### src/rtl/mlg_defs.vh
/*
 Constants for the motor lock and clock loss guard.
 Assumes inclusion by bare name from design files under rtl/.
*/
`ifndef MLG_DEFS_VH
`define MLG_DEFS_VH
`define MLG_LOCK_COUNT 7'h60
`define MLG_CLKLOSS_COUNT 7'h03
`define MLG_CNT_W 7
`define MLG_TB_RES_OHM 18'h30d40
`define MLG_TSD_ON_DEGC 9'h0af
`define MLG_TSD_HYST_DEGC 9'h019
`define MLG_TEMP_W 9
`define MLG_SYNC_W 4
`endif

### src/rtl/mlg_timeout.v
/*
 Edge-absence timeout counter stepped by a shared time-base tick.
 Assumes all inputs are already synchronised to clk.
*/
`timescale 1ns/1ns
`include "mlg_defs.vh"
module mlg_timeout #(
  parameter [`MLG_CNT_W-1:0] LIMIT = `MLG_LOCK_COUNT
) (
  input wire clk, // System clock
  input wire nrst, // Synchronous reset, active low
  input wire ce, // Clock enable
  input wire clear_latch, // Standby reset of the latch
  input wire tick, // One protection time base period
  input wire edge_seen, // Transition of the watched signal
  output reg timeout // Latched timeout
);
  localparam [`MLG_CNT_W-1:0] ONE = {{(`MLG_CNT_W-1){1'b0}}, 1'b1};
  localparam [`MLG_CNT_W-1:0] LAST = LIMIT - ONE;
  reg [`MLG_CNT_W-1:0] count;
  always @(posedge clk) begin
    if (!nrst) begin
      count <= {`MLG_CNT_W{1'b0}};
      timeout <= 1'b0;
    end else if (ce) begin
      if (edge_seen || clear_latch) begin
        count <= {`MLG_CNT_W{1'b0}};
      end else if (tick && count != LIMIT) begin
        count <= count + ONE;
      end
      if (clear_latch) begin
        timeout <= 1'b0;
      end else if (!edge_seen && tick && count == LAST) begin
        timeout <= 1'b1;
      end
    end
  end
endmodule

### src/rtl/mlg_guard.v
/*
 Motor lock and clock loss guard: timeouts, latches and thermal cutoff.
 Assumes pins arrive asynchronous; time base edges come from a capacitor oscillator.
*/
// What this block does
// - Flag torque reduction after 96 time-base periods without feedback edge.
// - Lock flag stays until power-up reset or standby input.
// - Open motor outputs after 3 time-base periods without reference clock edge.
// - Clock-loss open stays until power-up reset or standby input.
// - Detection may be one time-base period early or late.
// - Both counters share one time base, period C times 200k.
// - Over-temperature opens outputs; resume after 25 degree fall.
`timescale 1ns/1ns
`include "mlg_defs.vh"
module mlg_guard #(
  parameter [`MLG_CNT_W-1:0] LOCK_COUNT = `MLG_LOCK_COUNT,
  parameter [`MLG_CNT_W-1:0] CLKLOSS_COUNT = `MLG_CLKLOSS_COUNT
) (
  input wire clk, // System clock, 100 MHz
  input wire nrst, // Synchronous reset, active low
  input wire ce, // Clock enable, freezes all state
  input wire protect_timebase, // Time base pin, period C x 200k s
  input wire speed_feedback_pulse, // Speed feedback pin
  input wire ref_clock, // Reference speed clock pin
  input wire standby, // Standby pin, high resets latches
  input wire thermal_cutoff, // Over-temperature comparator at 175 C
  input wire thermal_release, // Cooled by hysteresis, below 150 C
  output reg torque_reduce_flag, // Motor lock indication
  output reg outputs_open, // All motor outputs undriven
  output reg clock_lost, // Reference clock loss latched
  output reg thermal_open // Thermal cutoff active
);

  ////////////////////////////////////////////////////////////////
  // Thermal states, one-hot
  localparam [1:0] TH_RUN = 2'h1;
  localparam [1:0] TH_HOT = 2'h2;

  ////////////////////////////////////////////////////////////////
  // Level change of a synchronised pin against its last sample
  function edge_any;
    input now_level;
    input last_level;
    begin
      edge_any = now_level ^ last_level;
    end
  endfunction

  // Rising edge of a synchronised pin
  function edge_rise;
    input now_level;
    input last_level;
    begin
      edge_rise = now_level & ~last_level;
    end
  endfunction

  ////////////////////////////////////////////////////////////////
  // Two flip-flops per pin before any logic reads it
  // Standby and thermal levels pass the same two stages
  reg tb_s1;
  reg tb_s2;
  reg fg_s1;
  reg fg_s2;
  reg rc_s1;
  reg rc_s2;
  reg sb_s1;
  reg sb_s2;
  reg hot_s1;
  reg hot_s2;
  reg cool_s1;
  reg cool_s2;

  always @(posedge clk) begin
    if (!nrst) begin
      tb_s1 <= 1'b0;
      tb_s2 <= 1'b0;
      fg_s1 <= 1'b0;
      fg_s2 <= 1'b0;
      rc_s1 <= 1'b0;
      rc_s2 <= 1'b0;
      sb_s1 <= 1'b0;
      sb_s2 <= 1'b0;
      hot_s1 <= 1'b0;
      hot_s2 <= 1'b0;
      cool_s1 <= 1'b0;
      cool_s2 <= 1'b0;
    end else if (ce) begin
      tb_s1 <= protect_timebase;
      tb_s2 <= tb_s1;
      fg_s1 <= speed_feedback_pulse;
      fg_s2 <= fg_s1;
      rc_s1 <= ref_clock;
      rc_s2 <= rc_s1;
      sb_s1 <= standby;
      sb_s2 <= sb_s1;
      hot_s1 <= thermal_cutoff;
      hot_s2 <= hot_s1;
      cool_s1 <= thermal_release;
      cool_s2 <= cool_s1;
    end
  end

  ////////////////////////////////////////////////////////////////
  // Last synchronised level of each watched pin
  // A pin high at reset release gives one extra tick, inside the one-count slack
  reg tb_d;
  reg fg_d;
  reg rc_d;

  always @(posedge clk) begin
    if (!nrst) begin
      tb_d <= 1'b0;
      fg_d <= 1'b0;
      rc_d <= 1'b0;
    end else if (ce) begin
      tb_d <= tb_s2;
      fg_d <= fg_s2;
      rc_d <= rc_s2;
    end
  end

  wire tick;
  wire fg_edge;
  wire rc_edge;
  wire clear_latches;

  // One tick per time-base period, shared by both counters
  assign tick = edge_rise(tb_s2, tb_d);
  assign fg_edge = edge_any(fg_s2, fg_d);
  assign rc_edge = edge_any(rc_s2, rc_d);
  // Standby holds both counters and latches cleared
  assign clear_latches = sb_s2;

  ////////////////////////////////////////////////////////////////
  // Lock and clock-loss timeouts
  wire lock_hit;
  wire loss_hit;

  // A stopped motor raises the torque-reduce flag
  mlg_timeout #(
    .LIMIT(LOCK_COUNT)
  ) u_lock (
    .clk(clk),
    .nrst(nrst),
    .ce(ce),
    .clear_latch(clear_latches),
    .tick(tick),
    .edge_seen(fg_edge),
    .timeout(lock_hit)
  );

  // A missing reference clock opens the outputs
  mlg_timeout #(
    .LIMIT(CLKLOSS_COUNT)
  ) u_loss (
    .clk(clk),
    .nrst(nrst),
    .ce(ce),
    .clear_latch(clear_latches),
    .tick(tick),
    .edge_seen(rc_edge),
    .timeout(loss_hit)
  );

  ////////////////////////////////////////////////////////////////
  // Thermal cutoff with hysteresis; cutoff wins over release
  // Outputs stay open until release is seen with cutoff low
  reg [1:0] th_state;
  reg [1:0] next_th_state;

  always @* begin
    next_th_state = th_state;
    case (th_state)
      TH_RUN: begin
        if (hot_s2) begin
          next_th_state = TH_HOT;
        end
      end
      TH_HOT: begin
        if (cool_s2 && !hot_s2) begin
          next_th_state = TH_RUN;
        end
      end
      // Unreachable codes fall back to the safe, open state
      default: begin
        next_th_state = TH_HOT;
      end
    endcase
  end

  always @(posedge clk) begin
    if (!nrst) begin
      th_state <= TH_RUN;
    end else if (ce) begin
      th_state <= next_th_state;
    end
  end

  ////////////////////////////////////////////////////////////////
  // Registered indications and the output-open request
  // outputs_open is clock_lost or thermal_open in the same cycle
  wire next_thermal_open;

  assign next_thermal_open = (next_th_state != TH_RUN);

  always @(posedge clk) begin
    if (!nrst) begin
      torque_reduce_flag <= 1'b0;
      clock_lost <= 1'b0;
      thermal_open <= 1'b0;
      outputs_open <= 1'b0;
    end else if (ce) begin
      torque_reduce_flag <= lock_hit;
      clock_lost <= loss_hit;
      thermal_open <= next_thermal_open;
      outputs_open <= loss_hit | next_thermal_open;
    end
  end

endmodule

### config.mk
export PLATFORM = sky130hd
export DESIGN_NAME = mlg_guard
export DESIGN_NICKNAME = d
export VERILOG_FILES = /design/src/rtl/mlg_timeout.v /design/src/rtl/mlg_guard.v
export VERILOG_INCLUDE_DIRS = /design/src /design/src/rtl
export SDC_FILE = /design/constraint.sdc
export NUM_CORES = 1
export LEC_CHECK = 0
export CORE_MARGIN = 2
export CORE_UTILIZATION = 35
export DETAILED_ROUTE_END_ITERATION = 8
export DONT_BUFFER_PORTS = 1
export PLACE_DENSITY = 0.51
export SYNTH_ARGS = -nofsm -noshare
export SYNTH_HDL_FRONTEND = slang
export SYNTH_SLANG_ARGS = --single-unit
### constraint.sdc
create_clock -name clk -period 1.7 [get_ports clk]
set_clock_uncertainty 0.15 [all_clocks]
set_input_delay 0.17 -clock clk [delete_from_list [all_inputs] [get_ports clk]]
set_output_delay 0.17 -clock clk [all_outputs]
set_load 0.03 [all_outputs]
==> results.ini, run 1 <==
[status]
outcome=completed

[timing]
final_critical_period_ns=1.61
final-max-slew-violation-count=0
grt_setup_unrepaired=no
worst-slew-pin-transition_ns=0.592
hold_viol_final=0
setup_tns_ns=0
holdWs_ns=0.0400
finalSetupViolCount=0
finalWorstSetupSlack_ns=0.0892
timing.slew.headroom_pct=60.5
finalCritPeriodShare_pct=94.8
max_freq_ghz=0.621

[floorplan]
floorplan.initialDensity_pct=36.3
floorplan_core_area_um2=4750
std_cell_rows=25
die_width_um=74.3
boundaryPins=13
die-height_um=74.3
floorplan.die_area_um2=5510

[pwr]
irDropWorstVdd_mv=0.552
p_leak_uw=0.000873
pwr_density_cell_nw_per_um2=922

[logic_synthesis]
post_synthesis_instance_total=183
mean_post_synth_cell_area_um2=9.44
post_synthesis_net_count=198
synth-edff-count=0
synth-seq-cells=37
share_of_synthesized_area_occupied_by_flip_flops_and_latches_pct=42.9
ys.warnings.count=0
synth_area_um2=1730
synth_cell_type_count=44
primary_ff_master_synth=dfxtp_1
ys_async_sr_fraction_pct=0

[routing]
drt_first_pass_iters=4
wl_per_cell_um=12.8
post_drt_via_cell_ratio=4.92
drt_met1_wl_mm=1.67
routed_wl_mm=3.59
highest_metal_layer_with_signal_wires=met4
ant_nets=0
met2_length_mm=1.78
drtIter0Drc=69
remaining_drc_errors=0
routed-via-count=1377
met3_wirelength_um=115

[clock_tree]
cts-htree-levels=2
clock_sinks=37
register_clock_pin_slew_on_the_reported_worst_setup_and_hold_paths_ns=0.08
clock_insertion_delay_worst_skew_ns=0.28
tritoncts_buffers=5
tritoncts_clock_tree=done
cts.root.buffer_cell=clkbuf_8
ctsLongestPathBuffers=2

[cells_and_area]
utilization_pct=46.1
post_route_cells_drive_above_1_share_pct=9.39
area_delta_synth_final_pct=26.8
fin_nets=227
nFillCells=481
final_cells=280
layout_common_cells=37 x dfxtp_1, 22 x dlygate4sd3_1, 19 x nor2b_1
reg.largest.list=u_lock.count: 7 flops, u_loss.count: 7 flops, th_state: 2 flops
layout_commonest_cell=dfxtp_1
antenna_cells_inserted=0

[global_route]
via_count_of_the_first_global_routing_pass=1338
grt_antenna_before_repair=0
grt_pass1_wl_mm=6.19
grt_remaining_overflow=0
grt_start_max_net_pins=21
gr-usage-all-layers_pct=14.8

[placed_design]
place.port_buffers=0
place_hpwl_mm=2.27
place.gp.congestion=0.870
pre_cts_slack_ns=0.105
placedCellCount=249

[critical_path]
worst_r2r_path_depth=4
path_max_fanout=4
worst_setup_path_start_kind=flop
worst-r2r-setup-slack_ns=0.09
critical_path_class=flop to flop
critical_path.reg2reg.startpoint=u_loss.count[2]$_SDFFE_PN0P_
timing.critical_path.required_ns=1.72
r2r_end=u_loss.count[2]$_SDFFE_PN0P_
critPathCaptureType=flop
timing.critical_path.arrival_ns=1.63

[hold_path]
beginning_of_the_worst_hold_path=ce
hold_path.class=input port to flop
min_path_cells=2
hold-path-endpoint=th_state[1]$_SDFFE_PN0P_

[job]
timing.max_cap.violations=0

## per-stage QoR
step | cell area, um2 | power [uW]
floorplan | 1730 | 1060
global placement | 1820 | 1070
detailed placement | 1820 | 1070
CTS | 2190 | 2050
global route | 2190 | 2110
finish | 2190 | 2020
## worst max-delay path, stage by stage, from the launching register on
cell and delay (ns):
dfxtp_1 0.31, or4_1 0.56, o31a_1 0.31, nand4b_1 0.11, nand3_1 0.07
## where the power goes
| group | leakage [uW] | total, uW | internal (uW) | switching (uW) |
|---|---|---|---|---|
| Combinational | 0.000503 | 181 | 101 | 79.9 |
| Sequential | 0.000301 | 922 | 892 | 29.8 |
| Clock | 0.0000687 | 917 | 591 | 326 |
| Total | 0.000873 | 2020 | 1580 | 436 |
## synthesized netlist by cell type, types with 4 or more instances
| cell | n | area [um2] |
|---|---|---|
| a21oi_1 | 10 | 50.1 |
| nor2b_1 | 19 | 119 |
| a31oi_1 | 4 | 25.0 |
| nor2_1 | 6 | 22.5 |
| inv_1 | 11 | 41.3 |
| o21ai_0 | 7 | 35.0 |
| ha_1 | 6 | 75.1 |
| dfxtp_1 | 37 | 741 |
| mux2i_1 | 17 | 170 |
| nand2_1 | 12 | 45.0 |
## repair_timing
action                                  CTS  global route
endpoints found under the setup margin    0             2
buffers inserted                          0             0
gates resized for setup                   0             1
hold endpoints to repair                 24             0
hold buffers                             23             0
## logic make-up after synthesis
| group | after synthesis | share of synthesized area, % |
|---|---|---|
| AOI/OAI and AO/OA | 40 | 15.4 |
| xor gates and xnor gates | 3 | 1.52 |
| adders and majority gates | 6 | 4.34 |
| buffers and inverters | 17 | 4.06 |
| DFF | 37 | 42.9 |
| muxes | 18 | 10.5 |
| and+or+nand+nor | 62 | 21.4 |
## final cells by class
cell class	instances	area [um2]	area share [%]
clock inverters	3	68.8	3.14
multi-input cells	129	917	41.9
repair buffers	28	270	12.3
flip-flops and latches	37	741	33.8
well taps	67	83.8	3.83
inverters	11	41.3	1.88
clock buffers	5	68.8	3.14
## per-layer routing
layer	track usage, %	vias to the layer above
met1	18.6	650
met5	0	-
met4	4.76	0
met3	4.34	2
met2	24.5	18
li1	-	707
## how the worst max path moves through the flow
stage	startpoint	endpoint	slack, ns
floorplan	u_loss.count[2]$_SDFFE_PN0P_	u_loss.count[2]$_SDFFE_PN0P_	0.09
global placement	u_loss.count[2]$_SDFFE_PN0P_	u_loss.count[2]$_SDFFE_PN0P_	0.12
detailed placement	u_loss.count[2]$_SDFFE_PN0P_	u_loss.count[2]$_SDFFE_PN0P_	0.11
CTS	nrst	u_lock.count[0]$_SDFFE_PN0P_	0.04
global route	u_loss.count[2]$_SDFFE_PN0P_	u_loss.count[2]$_SDFFE_PN0P_	0.02
finish	u_loss.count[2]$_SDFFE_PN0P_	u_loss.count[2]$_SDFFE_PN0P_	0.09
(Power assumes the default switching activity.)
==> run 2, diff against run 1 <==
- CORE_MARGIN: 2 -> 3
- CORE_UTILIZATION: 35 -> 50
- PLACE_DENSITY: 0.51 -> 0.67
- clock period: 1.7 -> 1.5 ns (I/O delays scaled with it)
==> results.ini, run 2 (synthesis gave the netlist of run 1 again) <==
[placed_design]
place.gp.congestion=0.866  ; -0.43%
placedCellCount=239  ; -4.0%
pre_cts_slack_ns=-0.112  ; -0.217 ns
place_hpwl_mm=2.34  ; +3.0%
place.port_buffers=0  ; unchanged

[timing]
worst-slew-pin-transition_ns=0.650  ; +0.0582 ns
final_critical_period_ns=1.58  ; -0.0300 ns
finalSetupViolCount=9  ; +9
hold_viol_final=0  ; unchanged
finalCritPeriodShare_pct=105  ; +11 points
holdWs_ns=0.0162  ; -0.0237 ns
finalWorstSetupSlack_ns=-0.0807  ; -0.170 ns
max_freq_ghz=0.633  ; +1.9%
grt_setup_unrepaired=yes
final-max-slew-violation-count=0  ; unchanged
timing.slew.headroom_pct=56.7  ; -3.8 points

[clock_tree]
clock_insertion_delay_worst_skew_ns=0.35  ; +0.07 ns
tritoncts_clock_tree=done
tritoncts_buffers=5  ; unchanged
register_clock_pin_slew_on_the_reported_worst_setup_and_hold_paths_ns=0.11  ; +0.03 ns
ctsLongestPathBuffers=2  ; unchanged
cts-htree-levels=2  ; unchanged
clock_sinks=37  ; unchanged
cts.root.buffer_cell=clkbuf_4

[routing]
routed_wl_mm=4.08  ; +14%
drtIter0Drc=112  ; +62%
drt_first_pass_iters=4  ; unchanged
routed-via-count=1533  ; +11%
post_drt_via_cell_ratio=5.53  ; +13%
wl_per_cell_um=14.7  ; +15%
remaining_drc_errors=0  ; unchanged
ant_nets=0  ; unchanged

[floorplan]
die_width_um=64.8  ; -13%
die-height_um=64.8  ; -13%
floorplan_core_area_um2=3180  ; -33%
floorplan.initialDensity_pct=54.4  ; +18 points
std_cell_rows=20  ; -20%
floorplan.die_area_um2=4200  ; -24%
boundaryPins=13  ; unchanged

[global_route]
grt_antenna_before_repair=0  ; unchanged
via_count_of_the_first_global_routing_pass=1425  ; +6.5%
grt_remaining_overflow=0  ; unchanged
grt_pass1_wl_mm=6.78  ; +9.6%
grt_start_max_net_pins=23  ; +9.5%
gr-usage-all-layers_pct=20.8  ; +6.0 points

[pwr]
pwr_density_cell_nw_per_um2=902  ; -2.1%
p_leak_uw=0.000984  ; +13%
irDropWorstVdd_mv=0.583  ; +5.6%

[critical_path]
critical_path_s_top_delay_family=simple AND/OR/NAND/NOR gates
worst_setup_path_start_kind=flop
cell_chain_critical_path=or4_4 -> o31a_1 -> nand4b_1 -> nand3_1
critPathCaptureType=flop
critical_path.slowest_cell=or4_4
timing.critical_path.required_ns=1.58  ; -0.14 ns
timing.critical_path.arrival_ns=1.66  ; +0.03 ns
cp_num_buf_inv=0  ; unchanged
critical_path_class=flop to flop
path_max_fanout=4  ; unchanged
cpPeakStageDelay_ns=0.53  ; -0.03 ns

[hold_path]
hold_path.class=input port to flop

[cells_and_area]
reg.largest.list=u_lock.count: 7 flops, u_loss.count: 7 flops, th_state: 2 flops
fin_nets=247  ; +8.8%
layout_common_cells=26 x dfxtp_1, 25 x buf_4, 22 x dlygate4sd3_1
layout_commonest_cell=dfxtp_1
post_route_cells_drive_above_1_share_pct=31.3  ; +22 points
nFillCells=225  ; -53%
final_cells=277  ; -1.1%
area_delta_synth_final_pct=41.0
antenna_cells_inserted=0  ; unchanged

[status]
outcome=finished with violations
failing_checks=negative setup slack

[job]
timing.max_cap.violations=0  ; unchanged

==> run 2: cell count changes in the layout (fill, tap and decap cells not counted), moves of 5 or more <==
cell and change:
buf_4 +20, dfxtp_1 -11, dfxtp_2 +9, clkbuf_4 +5
clkbuf_8 -5
==> run 2: stage by stage <==
| stage | utilization, % | TNS, ns | total power (uW) | instance area, um2 |
|---|---|---|---|---|
| 6_report | 76.7 | -0.317 | 2200 | 2440 |
| 5_1_grt | 76.7 | -0.932 | 2290 | 2440 |
| 4_1_cts | 71.7 | -0.357 | 2150 | 2280 |
| 3_5_place_dp | 59.7 | -0.432 | 1230 | 1900 |
| 3_3_place_gp | 59.7 | -0.243 | 1220 | 1900 |
| 2_1_floorplan | - | -0.217 | 1200 | 1740 |
==> run 2: timing repair <==
item                                    4_1_cts  5_1_grt
endpoints found under the setup margin       11       20
gates resized for setup                       5       39
hold buffers                                 25        1
pin swaps                                     8        8
gates cloned                                  0        0
hold endpoints to repair                     27        4
buffers inserted                              2        5
==> run 2: final timing paths <==
kind                                 from                           end  slack (ns)  depth (start not counted)
min                                    ce  u_loss.count[6]$_SDFFE_PN0P_        0.02                          4
max          u_loss.count[3]$_SDFFE_PN0P_  u_loss.count[2]$_SDFFE_PN0P_       -0.08                          4
min reg2reg  u_lock.count[6]$_SDFFE_PN0P_  u_lock.count[6]$_SDFFE_PN0P_        0.37                          1
max reg2reg  u_loss.count[3]$_SDFFE_PN0P_  u_loss.count[2]$_SDFFE_PN0P_       -0.08                          4
==> run 2: layout make-up <==
type / instances / area, um2 / area share (%)
Clock inverter: 3 / 65.1 / 2.67
Tap cell: 44 / 55.1 / 2.26
Clock buffer: 5 / 37.5 / 1.54
Inverter: 11 / 43.8 / 1.80
Timing Repair Buffer: 48 / 420 / 17.3
Sequential cell: 37 / 759 / 31.2
Multi-Input combinational cell: 129 / 1050 / 43.3
==> run 2: report_power, final <==
part | switching (uW) | internal (uW)
Sequential | 35.5 | 1010
Clock | 350 | 516
Combinational | 123 | 161
==> run 2: worst min-delay path: cells and delay by family <==
| kind | cells | cell delay (ns) |
|---|---|---|
| simple gates | 3 | 0.15 |
| buf+inv | 1 | 0.15 |
==> run 2: layer usage <==
metal,track usage (%),vias up,part of all wire (%)
li1,-,747,-
met1,26.6,734,42
met2,33.0,44,51
met3,6.07,8,5.1
met4,8.18,0,1.6
met5,0,-,0
==> run 3, diff against run 2 <==
--- a/constraint.sdc
+++ b/constraint.sdc
@@ -4,2 +4,2 @@
 set_output_delay 0.15 -clock clk [all_outputs]
-set_load 0.03 [all_outputs]
+set_load 0.1 [all_outputs]
==> results.ini, run 3 (synthesis gave the netlist of run 1 again) <==
[pwr]
sw_pwr_uw=529  ; +4.1%
pwr_density_cell_nw_per_um2=779  ; -14%
share_comb_of_total_power_pct=17.2  ; +4.3 points
irDropWorstVdd_mv=0.739  ; +27%
power.internal_uw=1360  ; -20%
p_clk_share_pct=27.4  ; -12 points
design_power_total_uw=1890  ; -14%
p_seq_share_pct=55.4  ; +7.7 points
p_leak_uw=0.000991  ; +0.69%
sw_frac_of_total_pct=28.0  ; +4.9 points

[clock_tree]
clock_insertion_delay_worst_skew_ns=0.34  ; about the same
ctsLongestPathBuffers=2  ; unchanged
cts-htree-levels=2  ; unchanged
tritoncts_clock_tree=done
clock_sinks=37  ; unchanged
tritoncts_buffers=5  ; unchanged
register_clock_pin_slew_on_the_reported_worst_setup_and_hold_paths_ns=0.11  ; about the same
cts.root.buffer_cell=clkbuf_4

[global_route]
grt_pass1_wl_mm=6.87  ; +1.3%
grt_remaining_overflow=0  ; unchanged
gr-usage-all-layers_pct=20.8  ; -0.067 points
via_count_of_the_first_global_routing_pass=1517  ; +6.5%
grt_antenna_before_repair=0  ; unchanged
grt_start_max_net_pins=21  ; -8.7%

[timing]
final-max-slew-violation-count=0  ; unchanged
hold_viol_final=0  ; unchanged
grt_setup_unrepaired=yes
final_critical_period_ns=1.61  ; +0.0247 ns
max_freq_ghz=0.623  ; -1.5%
finalCritPeriodShare_pct=107  ; +1.6 points
finalWorstSetupSlack_ns=-0.105  ; -0.0247 ns
finalSetupViolCount=5  ; -4
timing.slew.headroom_pct=60.0  ; +3.3 points
worst-slew-pin-transition_ns=0.601  ; -0.0492 ns

[status]
failing_checks=negative setup slack
outcome=finished with violations

[cells_and_area]
antenna_cells_inserted=0  ; unchanged
fin_nets=251  ; +1.6%
utilization_pct=76.1  ; -0.51 points
nFillCells=205  ; -8.9%
post_route_cells_drive_above_1_share_pct=32.5  ; +1.2 points
multi_input_comb_area_um2=1050  ; -0.83%
area_delta_synth_final_pct=40.0
layout_commonest_cell=buf_4
seq_cell_area_um2=761  ; +0.16%
reg.largest.list=u_lock.count: 7 flops, u_loss.count: 7 flops, th_state: 2 flops
layout_common_cells=27 x buf_4, 25 x dfxtp_1, 19 x nor2b_1
final_cells=281  ; +1.4%

[critical_path]
timing.critical_path.arrival_ns=1.68  ; +0.02 ns
path_max_fanout=4  ; unchanged
timing.critical_path.required_ns=1.57  ; about the same
critical_path_s_top_delay_family=simple AND/OR/NAND/NOR gates
cell_chain_critical_path=or4_4 -> o31a_1 -> nand2_1 -> o22ai_1
critical_path_class=flop to flop
cp_num_buf_inv=0  ; unchanged
critical_path.slowest_cell=or4_4
worst_setup_path_start_kind=flop
critPathCaptureType=flop
cpPeakStageDelay_ns=0.54  ; about the same

[routing]
drtIter0Drc=86  ; -23%
post_drt_via_cell_ratio=5.63  ; +1.8%
remaining_drc_errors=0  ; unchanged
drt_first_pass_iters=4  ; unchanged
routed_wl_mm=4.46  ; +9.4%
wl_per_cell_um=15.9  ; +7.9%
ant_nets=0  ; unchanged
routed-via-count=1583  ; +3.3%

[job]
timing.max_cap.violations=0  ; unchanged

[floorplan]
boundaryPins=13  ; unchanged
die_width_um=64.8  ; unchanged
floorplan.die_area_um2=4200  ; unchanged
die-height_um=64.8  ; unchanged
floorplan.initialDensity_pct=54.4  ; unchanged
std_cell_rows=20  ; unchanged
floorplan_core_area_um2=3180  ; unchanged

[placed_design]
place.port_buffers=0  ; unchanged
placedCellCount=243  ; +1.7%
place.gp.congestion=0.861  ; -0.67%
place_hpwl_mm=2.38  ; +1.8%

[hold_path]
hold_path.class=input port to flop

-- run 3: cell count changes in the layout (fill, tap and decap cells not counted), sizes merged --
cell          previous run  this run
dlymetal6s4s             1         2
clkbuf                   5         6
bufinv                   2         0
clkinv                   1         0
buf                     25        32
clkinvlp                 0         2
dlygate4sd3             22        18
-- run 3: tightest hold or removal path, stage by stage --
cell,delay (ns)
nor2b_1,0.02
buf_4,0.15
nand2_1,0.06
nand3_1,0.06
-- run 3: area by class of cell --
cell class / count / share of cell area (%)
inverters: 11 / 1.81
clock buffers: 6 / 1.71
repair buffers: 52 / 18.9
well taps: 44 / 2.28
clock inverters: 2 / 0.620
multi-input cells: 129 / 43.2
flip-flops and latches: 37 / 31.4
-- run 3: path summary, 6_finish.rpt --
| check | from | to | slack (ns) | depth (start not counted) |
|---|---|---|---|---|
| max | u_loss.count[5]$_SDFFE_PN0P_ | u_loss.count[1]$_SDFFE_PN0P_ | -0.11 | 4 |
| min | ce | u_loss.count[6]$_SDFFE_PN0P_ | 0.01 | 4 |
| max reg2reg | u_loss.count[5]$_SDFFE_PN0P_ | u_loss.count[1]$_SDFFE_PN0P_ | -0.11 | 4 |
| min reg2reg | u_lock.timeout$_SDFFE_PN0P_ | u_lock.timeout$_SDFFE_PN0P_ | 0.35 | 2 |
-- run 3: metal layers --
layer / global-route usage, % / share of wire (%) / wire length (um)
met3: 4.68 / 3.4 / 152
met2: 36.7 / 53 / 2350
met4: 5.01 / 2.4 / 105
met1: 25.4 / 42 / 1860
met5: 0 / 0 / 0
-- run 3: timing repair --
item / 4_1_cts / 5_1_grt
gates resized for setup: 13 / 36
cloned: 0 / 1
hold buffers: 21 / 2
endpoints found under the hold margin: 26 / 3
setup endpoints to repair: 9 / 22
buffers inserted: 3 / 6
pin swaps: 9 / 13
-- run 3: power by group through the flow --
stage | combinational [uW] | clock [uW] | sequential, uW
final | 324 | 517 | 1040
after detailed placement | 210 | 0 | 1050
after floorplan | 139 | 0 | 1090
after CTS | 268 | 534 | 1030
after global placement | 203 | 0 | 1050
after global routing | 349 | 560 | 1050
-- run 3: stage by stage --
stage	setup TNS [ns]	setup WS, ns	hold WS [ns]	instance area, um2
after floorplan	-0.217	-0.0750	0.169	1740
after global placement	-0.256	-0.0869	0.0827	1930
after detailed placement	-0.365	-0.101	0.105	1930
after CTS	-0.457	-0.0736	0.0154	2260
after global routing	-0.882	-0.186	0.0340	2420
final	-0.351	-0.105	0.0140	2420
